## src/verilog/ubm_consts.svh

```systemverilog
// Purpose: Constants of the user break address matcher.
// Assumes: Included by its bare name.
// Notes: Offsets are register indices; byte address is four times the index.
`ifndef UBM_CONSTS_SVH
`define UBM_CONSTS_SVH

// Register indices
`define UBM_IDX_BAH 28'h5FFFF90
`define UBM_IDX_BAL 28'h5FFFF92
`define UBM_IDX_MH 28'h5FFFF94
`define UBM_IDX_ML 28'h5FFFF96
`define UBM_IDX_CYC 28'h5FFFF98
`define UBM_IDX_STAT 28'h5FFFFA0
`define UBM_IDX_CLR 28'h5FFFFA2
`define UBM_IDX_EN 28'h5FFFFA4

// Reset values
`define UBM_RST16 16'h0000
`define UBM_RST_EV 2'h0

// Cycle select fields: lsb of each two-bit field
`define UBM_CSEL_SZ_LSB 0
`define UBM_CSEL_RW_LSB 2
`define UBM_CSEL_ID_LSB 4
`define UBM_CSEL_CD_LSB 6

// Event bits of status, clear and enable
`define UBM_EV_MATCH 0
`define UBM_EV_FETCH 1

// Bus responses
`define UBM_RESP_OKAY 2'h0
`define UBM_RESP_SLVERR 2'h2
`endif

```

## src/verilog/ubm_pkg.sv

```systemverilog
// Purpose: Types of the user break address matcher.
// Assumes: Constants live in ubm_consts.svh.
// Notes: Size code of a bus cycle: 0 byte, 1 word, 2 long word.
package ubm_pkg;

    // One monitored bus cycle of the CPU or the DMA controller
    typedef struct packed {
        logic valid;
        logic [31:0] addr;
        logic is_dma;
        logic is_fetch;
        logic is_write;
        logic [1:0] size;
    } ubm_cycle_type;

    // Register selected by a bus address
    typedef enum logic [3:0] {
        SEL_BAH,
        SEL_BAL,
        SEL_MH,
        SEL_ML,
        SEL_CYC,
        SEL_STAT,
        SEL_CLR,
        SEL_EN,
        SEL_NONE
    } ubm_sel_type;

    // Read channel states
    typedef enum logic {
        RD_IDLE,
        RD_RESP
    } ubm_rd_state_type;

endpackage : ubm_pkg

```

## src/verilog/ubm_top.sv

```systemverilog
// Purpose: User break unit: matches CPU and DMA bus cycles, raises a break.
// Assumes: AXI4-Lite register slave, one clock, synchronous low reset.
// Notes: Standby does not touch the registers; only reset clears them.
//
// How it works
// - Each monitored cycle is checked; a hit raises the user break request.
// - Conditions: address, CPU or DMA, fetch or data, read or write, size.
// - A fetch hit tags the instruction so the break precedes its execution.
// - High address register holds bits 31-16, low register bits 15-0.
// - Address registers reset to zero and survive standby.
// - Each address register is sixteen bits, readable and writable.
// - Only index bits 27-24 and 8-0 decode; bits 23-9 are ignored.
// - A set mask bit drops that address bit from the comparison.
// - Cycle select register picks master, type, direction, size; reset clears.
`timescale 1ns/1ps
`include "ubm_consts.svh"

module ubm_top (
    input wire logic aclk,
    input wire logic aresetn,
    input wire logic [31:0] s_axi_awaddr,
    input wire logic s_axi_awvalid,
    output logic s_axi_awready,
    input wire logic [31:0] s_axi_wdata,
    input wire logic [3:0] s_axi_wstrb,
    input wire logic s_axi_wvalid,
    output logic s_axi_wready,
    output logic [1:0] s_axi_bresp,
    output logic s_axi_bvalid,
    input wire logic s_axi_bready,
    input wire logic [31:0] s_axi_araddr,
    input wire logic s_axi_arvalid,
    output logic s_axi_arready,
    output logic [31:0] s_axi_rdata,
    output logic [1:0] s_axi_rresp,
    output logic s_axi_rvalid,
    input wire logic s_axi_rready,
    input wire ubm_pkg::ubm_cycle_type mon_cycle,
    output logic brk_fetch_tag,
    output logic brk_irq
);

    ////////////////////////////////////////////////////////////////////////////
    // Functions

    // Address to register; index bits 23-9 take no part
    function automatic ubm_pkg::ubm_sel_type decode(input logic [31:0] addr);
        logic [27:0] idx;
        idx = addr[29:2];
        decode = ubm_pkg::SEL_NONE;
        if (idx[27:24] == 4'(`UBM_IDX_BAH >> 24)) begin
            case (idx[8:0])
                9'(`UBM_IDX_BAH): decode = ubm_pkg::SEL_BAH;
                9'(`UBM_IDX_BAL): decode = ubm_pkg::SEL_BAL;
                9'(`UBM_IDX_MH): decode = ubm_pkg::SEL_MH;
                9'(`UBM_IDX_ML): decode = ubm_pkg::SEL_ML;
                9'(`UBM_IDX_CYC): decode = ubm_pkg::SEL_CYC;
                9'(`UBM_IDX_STAT): decode = ubm_pkg::SEL_STAT;
                9'(`UBM_IDX_CLR): decode = ubm_pkg::SEL_CLR;
                9'(`UBM_IDX_EN): decode = ubm_pkg::SEL_EN;
                default: decode = ubm_pkg::SEL_NONE;
            endcase
        end
    endfunction : decode

    // Byte-lane merge of a 16-bit register
    function automatic logic [15:0] merge16(input logic [15:0] old,
                                            input logic [31:0] d,
                                            input logic [3:0] strb);
        merge16[7:0] = strb[0] ? d[7:0] : old[7:0];
        merge16[15:8] = strb[1] ? d[15:8] : old[15:8];
    endfunction : merge16

    // Two-bit select field: bit 0 allows the first case, bit 1 the second
    function automatic logic field_hit(input logic [1:0] sel, input logic second);
        field_hit = second ? sel[1] : sel[0];
    endfunction : field_hit

    ////////////////////////////////////////////////////////////////////////////
    // Registers and match state

    logic [15:0] bah_reg;
    logic [15:0] bal_reg;
    logic [15:0] mh_reg;
    logic [15:0] ml_reg;
    logic [15:0] csel_reg;
    logic [1:0] stat_reg;
    logic [1:0] stat_next;
    logic [1:0] en_reg;
    logic [1:0] ev_set;
    logic [1:0] ev_clr;
    logic addr_hit;
    logic cond_hit;
    logic cycle_hit;
    logic [31:0] brk_addr;
    logic [31:0] brk_mask;
    logic [1:0] sz_sel;

    ////////////////////////////////////////////////////////////////////////////
    // Write channel

    logic aw_full_reg;
    logic w_full_reg;
    logic [31:0] awaddr_reg;
    logic [31:0] wdata_reg;
    logic [3:0] wstrb_reg;
    logic bvalid_reg;
    logic [1:0] bresp_reg;
    logic wr_do;
    ubm_pkg::ubm_sel_type wr_sel;

    // Address and data taken in either order, one write at a time
    assign s_axi_awready = !aw_full_reg;
    assign s_axi_wready = !w_full_reg;
    assign s_axi_bvalid = bvalid_reg;
    assign s_axi_bresp = bresp_reg;
    assign wr_do = aw_full_reg && w_full_reg && !bvalid_reg;
    assign wr_sel = decode(awaddr_reg);

    // Address holding
    always_ff @(posedge aclk) begin
        if (!aresetn) begin
            aw_full_reg <= 1'b0;
            awaddr_reg <= 32'h00000000;
        end else if (s_axi_awvalid && s_axi_awready) begin
            aw_full_reg <= 1'b1;
            awaddr_reg <= s_axi_awaddr;
        end else if (wr_do) begin
            aw_full_reg <= 1'b0;
        end
    end

    // Data holding
    always_ff @(posedge aclk) begin
        if (!aresetn) begin
            w_full_reg <= 1'b0;
            wdata_reg <= 32'h00000000;
            wstrb_reg <= 4'h0;
        end else if (s_axi_wvalid && s_axi_wready) begin
            w_full_reg <= 1'b1;
            wdata_reg <= s_axi_wdata;
            wstrb_reg <= s_axi_wstrb;
        end else if (wr_do) begin
            w_full_reg <= 1'b0;
        end
    end

    // Write response; unmapped address answers SLVERR
    always_ff @(posedge aclk) begin
        if (!aresetn) begin
            bvalid_reg <= 1'b0;
            bresp_reg <= `UBM_RESP_OKAY;
        end else if (wr_do) begin
            bvalid_reg <= 1'b1;
            bresp_reg <= (wr_sel == ubm_pkg::SEL_NONE) ? `UBM_RESP_SLVERR : `UBM_RESP_OKAY;
        end else if (s_axi_bready) begin
            bvalid_reg <= 1'b0;
        end
    end

    // Break condition registers; only reset clears them, standby keeps them
    always_ff @(posedge aclk) begin
        if (!aresetn) begin
            bah_reg <= `UBM_RST16;
            bal_reg <= `UBM_RST16;
            mh_reg <= `UBM_RST16;
            ml_reg <= `UBM_RST16;
            csel_reg <= `UBM_RST16;
            en_reg <= `UBM_RST_EV;
        end else if (wr_do) begin
            case (wr_sel)
                ubm_pkg::SEL_BAH: bah_reg <= merge16(bah_reg, wdata_reg, wstrb_reg);
                ubm_pkg::SEL_BAL: bal_reg <= merge16(bal_reg, wdata_reg, wstrb_reg);
                ubm_pkg::SEL_MH: mh_reg <= merge16(mh_reg, wdata_reg, wstrb_reg);
                ubm_pkg::SEL_ML: ml_reg <= merge16(ml_reg, wdata_reg, wstrb_reg);
                ubm_pkg::SEL_CYC: csel_reg <= merge16(csel_reg, wdata_reg, wstrb_reg);
                ubm_pkg::SEL_EN: begin
                    if (wstrb_reg[0]) begin
                        en_reg <= wdata_reg[1:0];
                    end
                end
                default: begin
                end
            endcase
        end
    end

    ////////////////////////////////////////////////////////////////////////////
    // Read channel

    ubm_pkg::ubm_rd_state_type rd_state_reg;
    logic [31:0] rdata_reg;
    logic [1:0] rresp_reg;

    assign s_axi_arready = (rd_state_reg == ubm_pkg::RD_IDLE);
    assign s_axi_rvalid = (rd_state_reg == ubm_pkg::RD_RESP);
    assign s_axi_rdata = rdata_reg;
    assign s_axi_rresp = rresp_reg;

    // Data captured at the address; upper half reads zero
    always_ff @(posedge aclk) begin
        if (!aresetn) begin
            rd_state_reg <= ubm_pkg::RD_IDLE;
            rdata_reg <= 32'h00000000;
            rresp_reg <= `UBM_RESP_OKAY;
        end else begin
            case (rd_state_reg)
                ubm_pkg::RD_IDLE: begin
                    if (s_axi_arvalid) begin
                        rd_state_reg <= ubm_pkg::RD_RESP;
                        rresp_reg <= `UBM_RESP_OKAY;
                        case (decode(s_axi_araddr))
                            ubm_pkg::SEL_BAH: rdata_reg <= {16'h0000, bah_reg};
                            ubm_pkg::SEL_BAL: rdata_reg <= {16'h0000, bal_reg};
                            ubm_pkg::SEL_MH: rdata_reg <= {16'h0000, mh_reg};
                            ubm_pkg::SEL_ML: rdata_reg <= {16'h0000, ml_reg};
                            ubm_pkg::SEL_CYC: rdata_reg <= {16'h0000, csel_reg};
                            ubm_pkg::SEL_STAT: rdata_reg <= {30'h00000000, stat_reg};
                            ubm_pkg::SEL_EN: rdata_reg <= {30'h00000000, en_reg};
                            ubm_pkg::SEL_CLR: rdata_reg <= 32'h00000000;
                            default: begin
                                rdata_reg <= 32'h00000000;
                                rresp_reg <= `UBM_RESP_SLVERR;
                            end
                        endcase
                    end
                end
                ubm_pkg::RD_RESP: begin
                    if (s_axi_rready) begin
                        rd_state_reg <= ubm_pkg::RD_IDLE;
                    end
                end
                default: rd_state_reg <= ubm_pkg::RD_IDLE;
            endcase
        end
    end

    ////////////////////////////////////////////////////////////////////////////
    // Break matching

    // Upper register covers bits 31-16, lower bits 15-0
    assign brk_addr = {bah_reg, bal_reg};
    assign brk_mask = {mh_reg, ml_reg};
    assign sz_sel = csel_reg[`UBM_CSEL_SZ_LSB +: 2];

    // Masked bits never cause a miss
    assign addr_hit = (((mon_cycle.addr ^ brk_addr) & ~brk_mask) == 32'h00000000);

    // Select 00 in master, type or direction disables the break entirely
    always_comb begin
        cond_hit = field_hit(csel_reg[`UBM_CSEL_CD_LSB +: 2], mon_cycle.is_dma)
            && field_hit(csel_reg[`UBM_CSEL_ID_LSB +: 2], !mon_cycle.is_fetch)
            && field_hit(csel_reg[`UBM_CSEL_RW_LSB +: 2], mon_cycle.is_write);
        if (sz_sel != 2'h0 && sz_sel != 2'(mon_cycle.size + 2'h1)) begin
            cond_hit = 1'b0;
        end
    end

    assign cycle_hit = mon_cycle.valid && addr_hit && cond_hit;

    // Events; a fetch hit is also reported to hold the instruction back
    assign ev_set[`UBM_EV_MATCH] = cycle_hit;
    assign ev_set[`UBM_EV_FETCH] = cycle_hit && mon_cycle.is_fetch;
    assign ev_clr = (wr_do && wr_sel == ubm_pkg::SEL_CLR && wstrb_reg[0])
        ? wdata_reg[1:0] : 2'h0;
    // A new event wins over a clear in the same cycle
    assign stat_next = (stat_reg & ~ev_clr) | ev_set;

    // Sticky status
    always_ff @(posedge aclk) begin
        if (!aresetn) begin
            stat_reg <= `UBM_RST_EV;
        end else begin
            stat_reg <= stat_next;
        end
    end

    // Tag follows the fetch by one cycle, before the fetched word can issue
    always_ff @(posedge aclk) begin
        if (!aresetn) begin
            brk_fetch_tag <= 1'b0;
        end else begin
            brk_fetch_tag <= ev_set[`UBM_EV_FETCH];
        end
    end

    // Level request to the CPU while an enabled event stands
    assign brk_irq = |(stat_reg & en_reg);
endmodule : ubm_top

```

## config.mk

```make
export PLATFORM = sky130hd
export DESIGN_NAME = ubm_top
export DESIGN_NICKNAME = d
export VERILOG_FILES = /design/src/verilog/ubm_pkg.sv /design/src/verilog/ubm_top.sv
export VERILOG_INCLUDE_DIRS = /design/src /design/src/verilog
export SDC_FILE = /design/constraint.sdc
export NUM_CORES = 1
export LEC_CHECK = 0
export BUFFER_PORTS_ARGS = -buffer_cell sky130_fd_sc_hd__buf_4
export CELL_PAD_IN_SITES_DETAIL_PLACEMENT = 1
export CELL_PAD_IN_SITES_GLOBAL_PLACEMENT = 1
export CORE_ASPECT_RATIO = 1.5
export CORE_MARGIN = 2
export CORE_UTILIZATION = 36
export CTS_CLUSTER_DIAMETER = 30
export DETAILED_ROUTE_END_ITERATION = 10
export PLACE_DENSITY_LB_ADDON = 0.1
export SETUP_SLACK_MARGIN = 0.02
export SLEW_MARGIN = 20
export SYNTH_ARGS = -nofsm -noshare
export SYNTH_HDL_FRONTEND = slang
export SYNTH_SLANG_ARGS = --single-unit
```

## constraint.sdc

```tcl
create_clock -name aclk -period 2.18 [get_ports aclk]
set_input_delay 0.327 -clock aclk [delete_from_list [all_inputs] [get_ports aclk]]
set_output_delay 0.327 -clock aclk [all_outputs]
set_load 0.02 [all_outputs]
```

==> impl_metrics.py <==
metrics = {
    "status": {
        "outcome": "complete, no violations",
    },
    "worst_setup_path": {
        "r2r-start": "awaddr_reg[2]",
        "critPathArrivalTime_ns": 2.39,
        "regToRegSetupSlack_ns": 0.11,
        "slowest_delay_ns": 0.48,
        "endpoint_kind": "flop",
        "path_buf_inv": 0,
        "cp.required_ns": 2.50,
        "slowest_stage": "or4_4",
        "worstSetupStartpointType": "flop",
        "crit_fanout": 4,
        "r2r_end": "stat_reg[0]",
        "cp_top_family": "simple AND/OR/NAND/NOR gates",
        "crit_chain": "or3b_1, or4_4, a21oi_4, nor4b_4, nand2_1, a31o_1",
        "reg2regPathDepth": 6,
        "worstSetupPathType": "reg2reg",
    },
    "yosys": {
        "async_reset_ff_frac": 0,
        "synth_top_area_frac": 0.3983,
        "yosysUniqueCellTypes": 69,
        "yosys_warnings": 0,
        "muxShareOfSynthArea": 0.1660,
        "synth_top_family_by_area": "simple AND/OR/NAND/NOR gates",
        "synth_adder_area_share": 0,
        "yosysTopAreaCell": "dfxtp_1",
        "ys_seq_elements": 138,
        "yosysMostFrequentCell": "dfxtp_1",
        "synth_enable_flop_cells": 0,
        "ys_seq_area_frac": 0.3983,
        "synth-simple-area-share": 0.2210,
        "postSynthCellCount": 749,
        "synthTopCellsByCount": "dfxtp_1 (138), mux2i_1 (97), nor2b_1 (90), nand2_1 (86)",
        "netlist_top_cells_area": "dfxtp_1 (40%), mux2i_1 (14%), nor2b_1 (8.1%)",
        "synth_xor_area_frac": 0.04041,
        "synth_compound_area_frac": 0.1283,
        "synth_flop_cell": "dfxtp_1",
        "syn_area_um2": 6935,
        "syn_avg_cell_area_um2": 9.260,
    },
    "place": {
        "gp_congestion": 0.8624,
        "portBuffers": 113,
        "dp_hpwl_um": 16660,
    },
    "power_and_ir_drop": {
        "ir_worst_vdd_v": 0.0004722,
        "power.density_nw_per_um2": 705.4,
        "p_comb_frac": 0.082,
        "p_leak_nw": 3.647,
        "seq_power_share": 0.416,
        "power_mw": 6.321,
        "p_int_mw": 4.761,
        "power.net_switching_mw": 1.559,
        "switching_share": 0.2467,
        "clockPowerShare": 0.501,
    },
    "timing": {
        "min_period_over_period": 0.9480,
        "maxSlewHeadroom": 0.4921,
        "slew_viol_final": 0,
        "holdWs_ns": 0.1185,
        "rsz0062_at_grt": "no",
        "min_period_ns": 2.067,
        "setup_viol": 0,
        "max_freq_ghz": 0.4839,
        "finalHoldViolCount": 0,
        "worst_slew_pin_slew_ns": 0.7618,
        "fin_worst_skew_ns": 0.008242,
    },
    "floorplanning": {
        "start_util": 0.3649,
        "row_count": 62,
        "core_area_um2": 19010,
        "io_pins": 188,
        "die_x_um": 117.3,
        "dieArea_um2": 20410,
        "die_h_um": 174.0,
    },
    "global_route": {
        "grt_pass1_wl_um": 34740,
        "grt_pass1_vias": 6235,
        "grt_use_total": 0.2197,
        "met1_usage": 0.2388,
        "antenna_found_initial": 0,
        "busiest_layer": "met2",
        "grt_use_met3": 0.04199,
        "use_met2": 0.4206,
        "grt_max_degree": 90,
        "grt-ovfl-total": 0,
    },
    "clock_network": {
        "cts_resized": 1,
        "clock_path_buffers": 2,
        "cts.reportedPaths.clkPinSlew_ns": 0.07,
        "cts-root-buf": "clkbuf_16",
        "clkSinkCount": 138,
        "cts_tree": "yes",
        "cts_hold_buf": 0,
        "clk_latency_ns": 0.43,
        "cts_inserted_buffers": 17,
        "cts_setup_buffers": 0,
        "h-tree-depth": 4,
    },
    "routing": {
        "firstDrtPassIters": 4,
        "vias": 5879,
        "postRouteAntennaNets": 0,
        "totalWireLength_um": 22360,
        "wl_per_cell_um": 19.34,
        "drc": 0,
        "viasPerCell": 5.086,
        "drtIter0Drc": 189,
    },
    "cells_and_area": {
        "final_layout_size_suffix_gt1_frac": 0.2367,
        "diodes": 0,
        "nets": 1032,
        "syn2layout_area_growth_pct": 29.19,
    },
    "hold_path": {
        "hold_depth": 3,
        "hold_class": "in2reg",
        "hp-start": "s_axi_awvalid",
        "min_to": "aw_full_reg",
    },
    "flow_run": {
        "maxCapViolCount": 0,
    },
}
## worst reg2reg max path, cell delays in order, from the launching register on
cell and delay, ns:
dfxtp_1 0.33, or3b_1 0.40, or4_4 0.48, a21oi_4 0.14
nor4b_4 0.27, nand2_1 0.11, a31o_1 0.23
## layer usage
layer  wire [µm]  share of wire  vias to the layer above
li1            -              -                     2859
met1        9010           0.40                     2869
met2       12150           0.54                      119
met3         677          0.030                       32
met4         525          0.023                        0
met5           0              0                        -
## kinds of logic after synthesis
| kind of cell | after synthesis |
|---|---|
| flip-flops | 138 |
| other | 1 |
| XOR/XNOR | 32 |
| AND/OR/NAND/NOR | 270 |
| AO/OA/AOI/OAI | 131 |
| multiplexers | 113 |
| buffers and inverters | 64 |
## cell type report
| type | count | area [µm²] |
|---|---|---|
| Tap cell | 256 | 320.3 |
| Inverter | 11 | 41.29 |
| Sequential cell | 138 | 2765 |
| Fill cell | 2184 | 10050 |
| Timing Repair Buffer | 155 | 1251 |
| Clock inverter | 15 | 212.7 |
| Multi-Input combinational cell | 564 | 3944 |
| Clock buffer | 17 | 425.4 |
## worst max-delay path by stage
stage,cells past startpoint,slack [ns],end,from
after global routing,8,0.03,csel_reg[4],awaddr_reg[2]
after CTS,6,0.08,stat_reg[0],awaddr_reg[2]
after floorplan,9,0.05,s_axi_rdata[10],s_axi_araddr[3]
after global placement,8,-0.02,s_axi_rdata[11],s_axi_araddr[29]
final,6,0.11,stat_reg[0],awaddr_reg[2]
after detailed placement,8,-0.02,s_axi_rdata[11],s_axi_araddr[6]
## power by group through the flow
stage / combinational [mW] / clock [mW] / sequential, mW
finish: 0.521 / 3.17 / 2.63
global route: 0.567 / 3.32 / 2.64
CTS: 0.529 / 3.22 / 2.63
detailed placement: 0.525 / 0 / 2.69
global placement: 0.515 / 0 / 2.68
floorplan: 0.300 / 0 / 2.66
## stage by stage
step                      area [µm²]  utilization  std cells   TNS, ns  worst slack, ns
after global placement          8297       0.4365       1124  -0.01912         -0.01912
after floorplan                 6999            -        766         0          0.05486
after CTS                       8944       0.4706       1156         0          0.08219
after global routing            8960       0.4714       1156         0          0.02975
after detailed placement        8297       0.4365       1124  -0.03183         -0.01797
final                           8960       0.4714       1156         0           0.1134
## cell usage in the layout (no fill, tap or decap), drive strengths merged, types with 2 or more instances in the layout
master	instances
nand2	86
a21oi	23
nor2b	90
nor4b	2
nor4	5
a22o	2
nor3b	5
a21boi	32
o211ai	3
xnor2	32
inv	17
mux2	16
mux2i	97
o22ai	16
clkinvlp	2
and2	3
and4bb	2
and3b	4
and3	2
bufinv	4
conb	18
o21ai	21
nand3	7
or4	3
a31oi	2
or3b	3
o2111ai	2
buf	155
a22oi	16
a211oi	3
or2	2
nand2b	7
nor2	27
or3	4
nand4	5
nor3	7
clkbuf	17
dfxtp	138
clkinv	3
(Power assumes the default switching activity.)
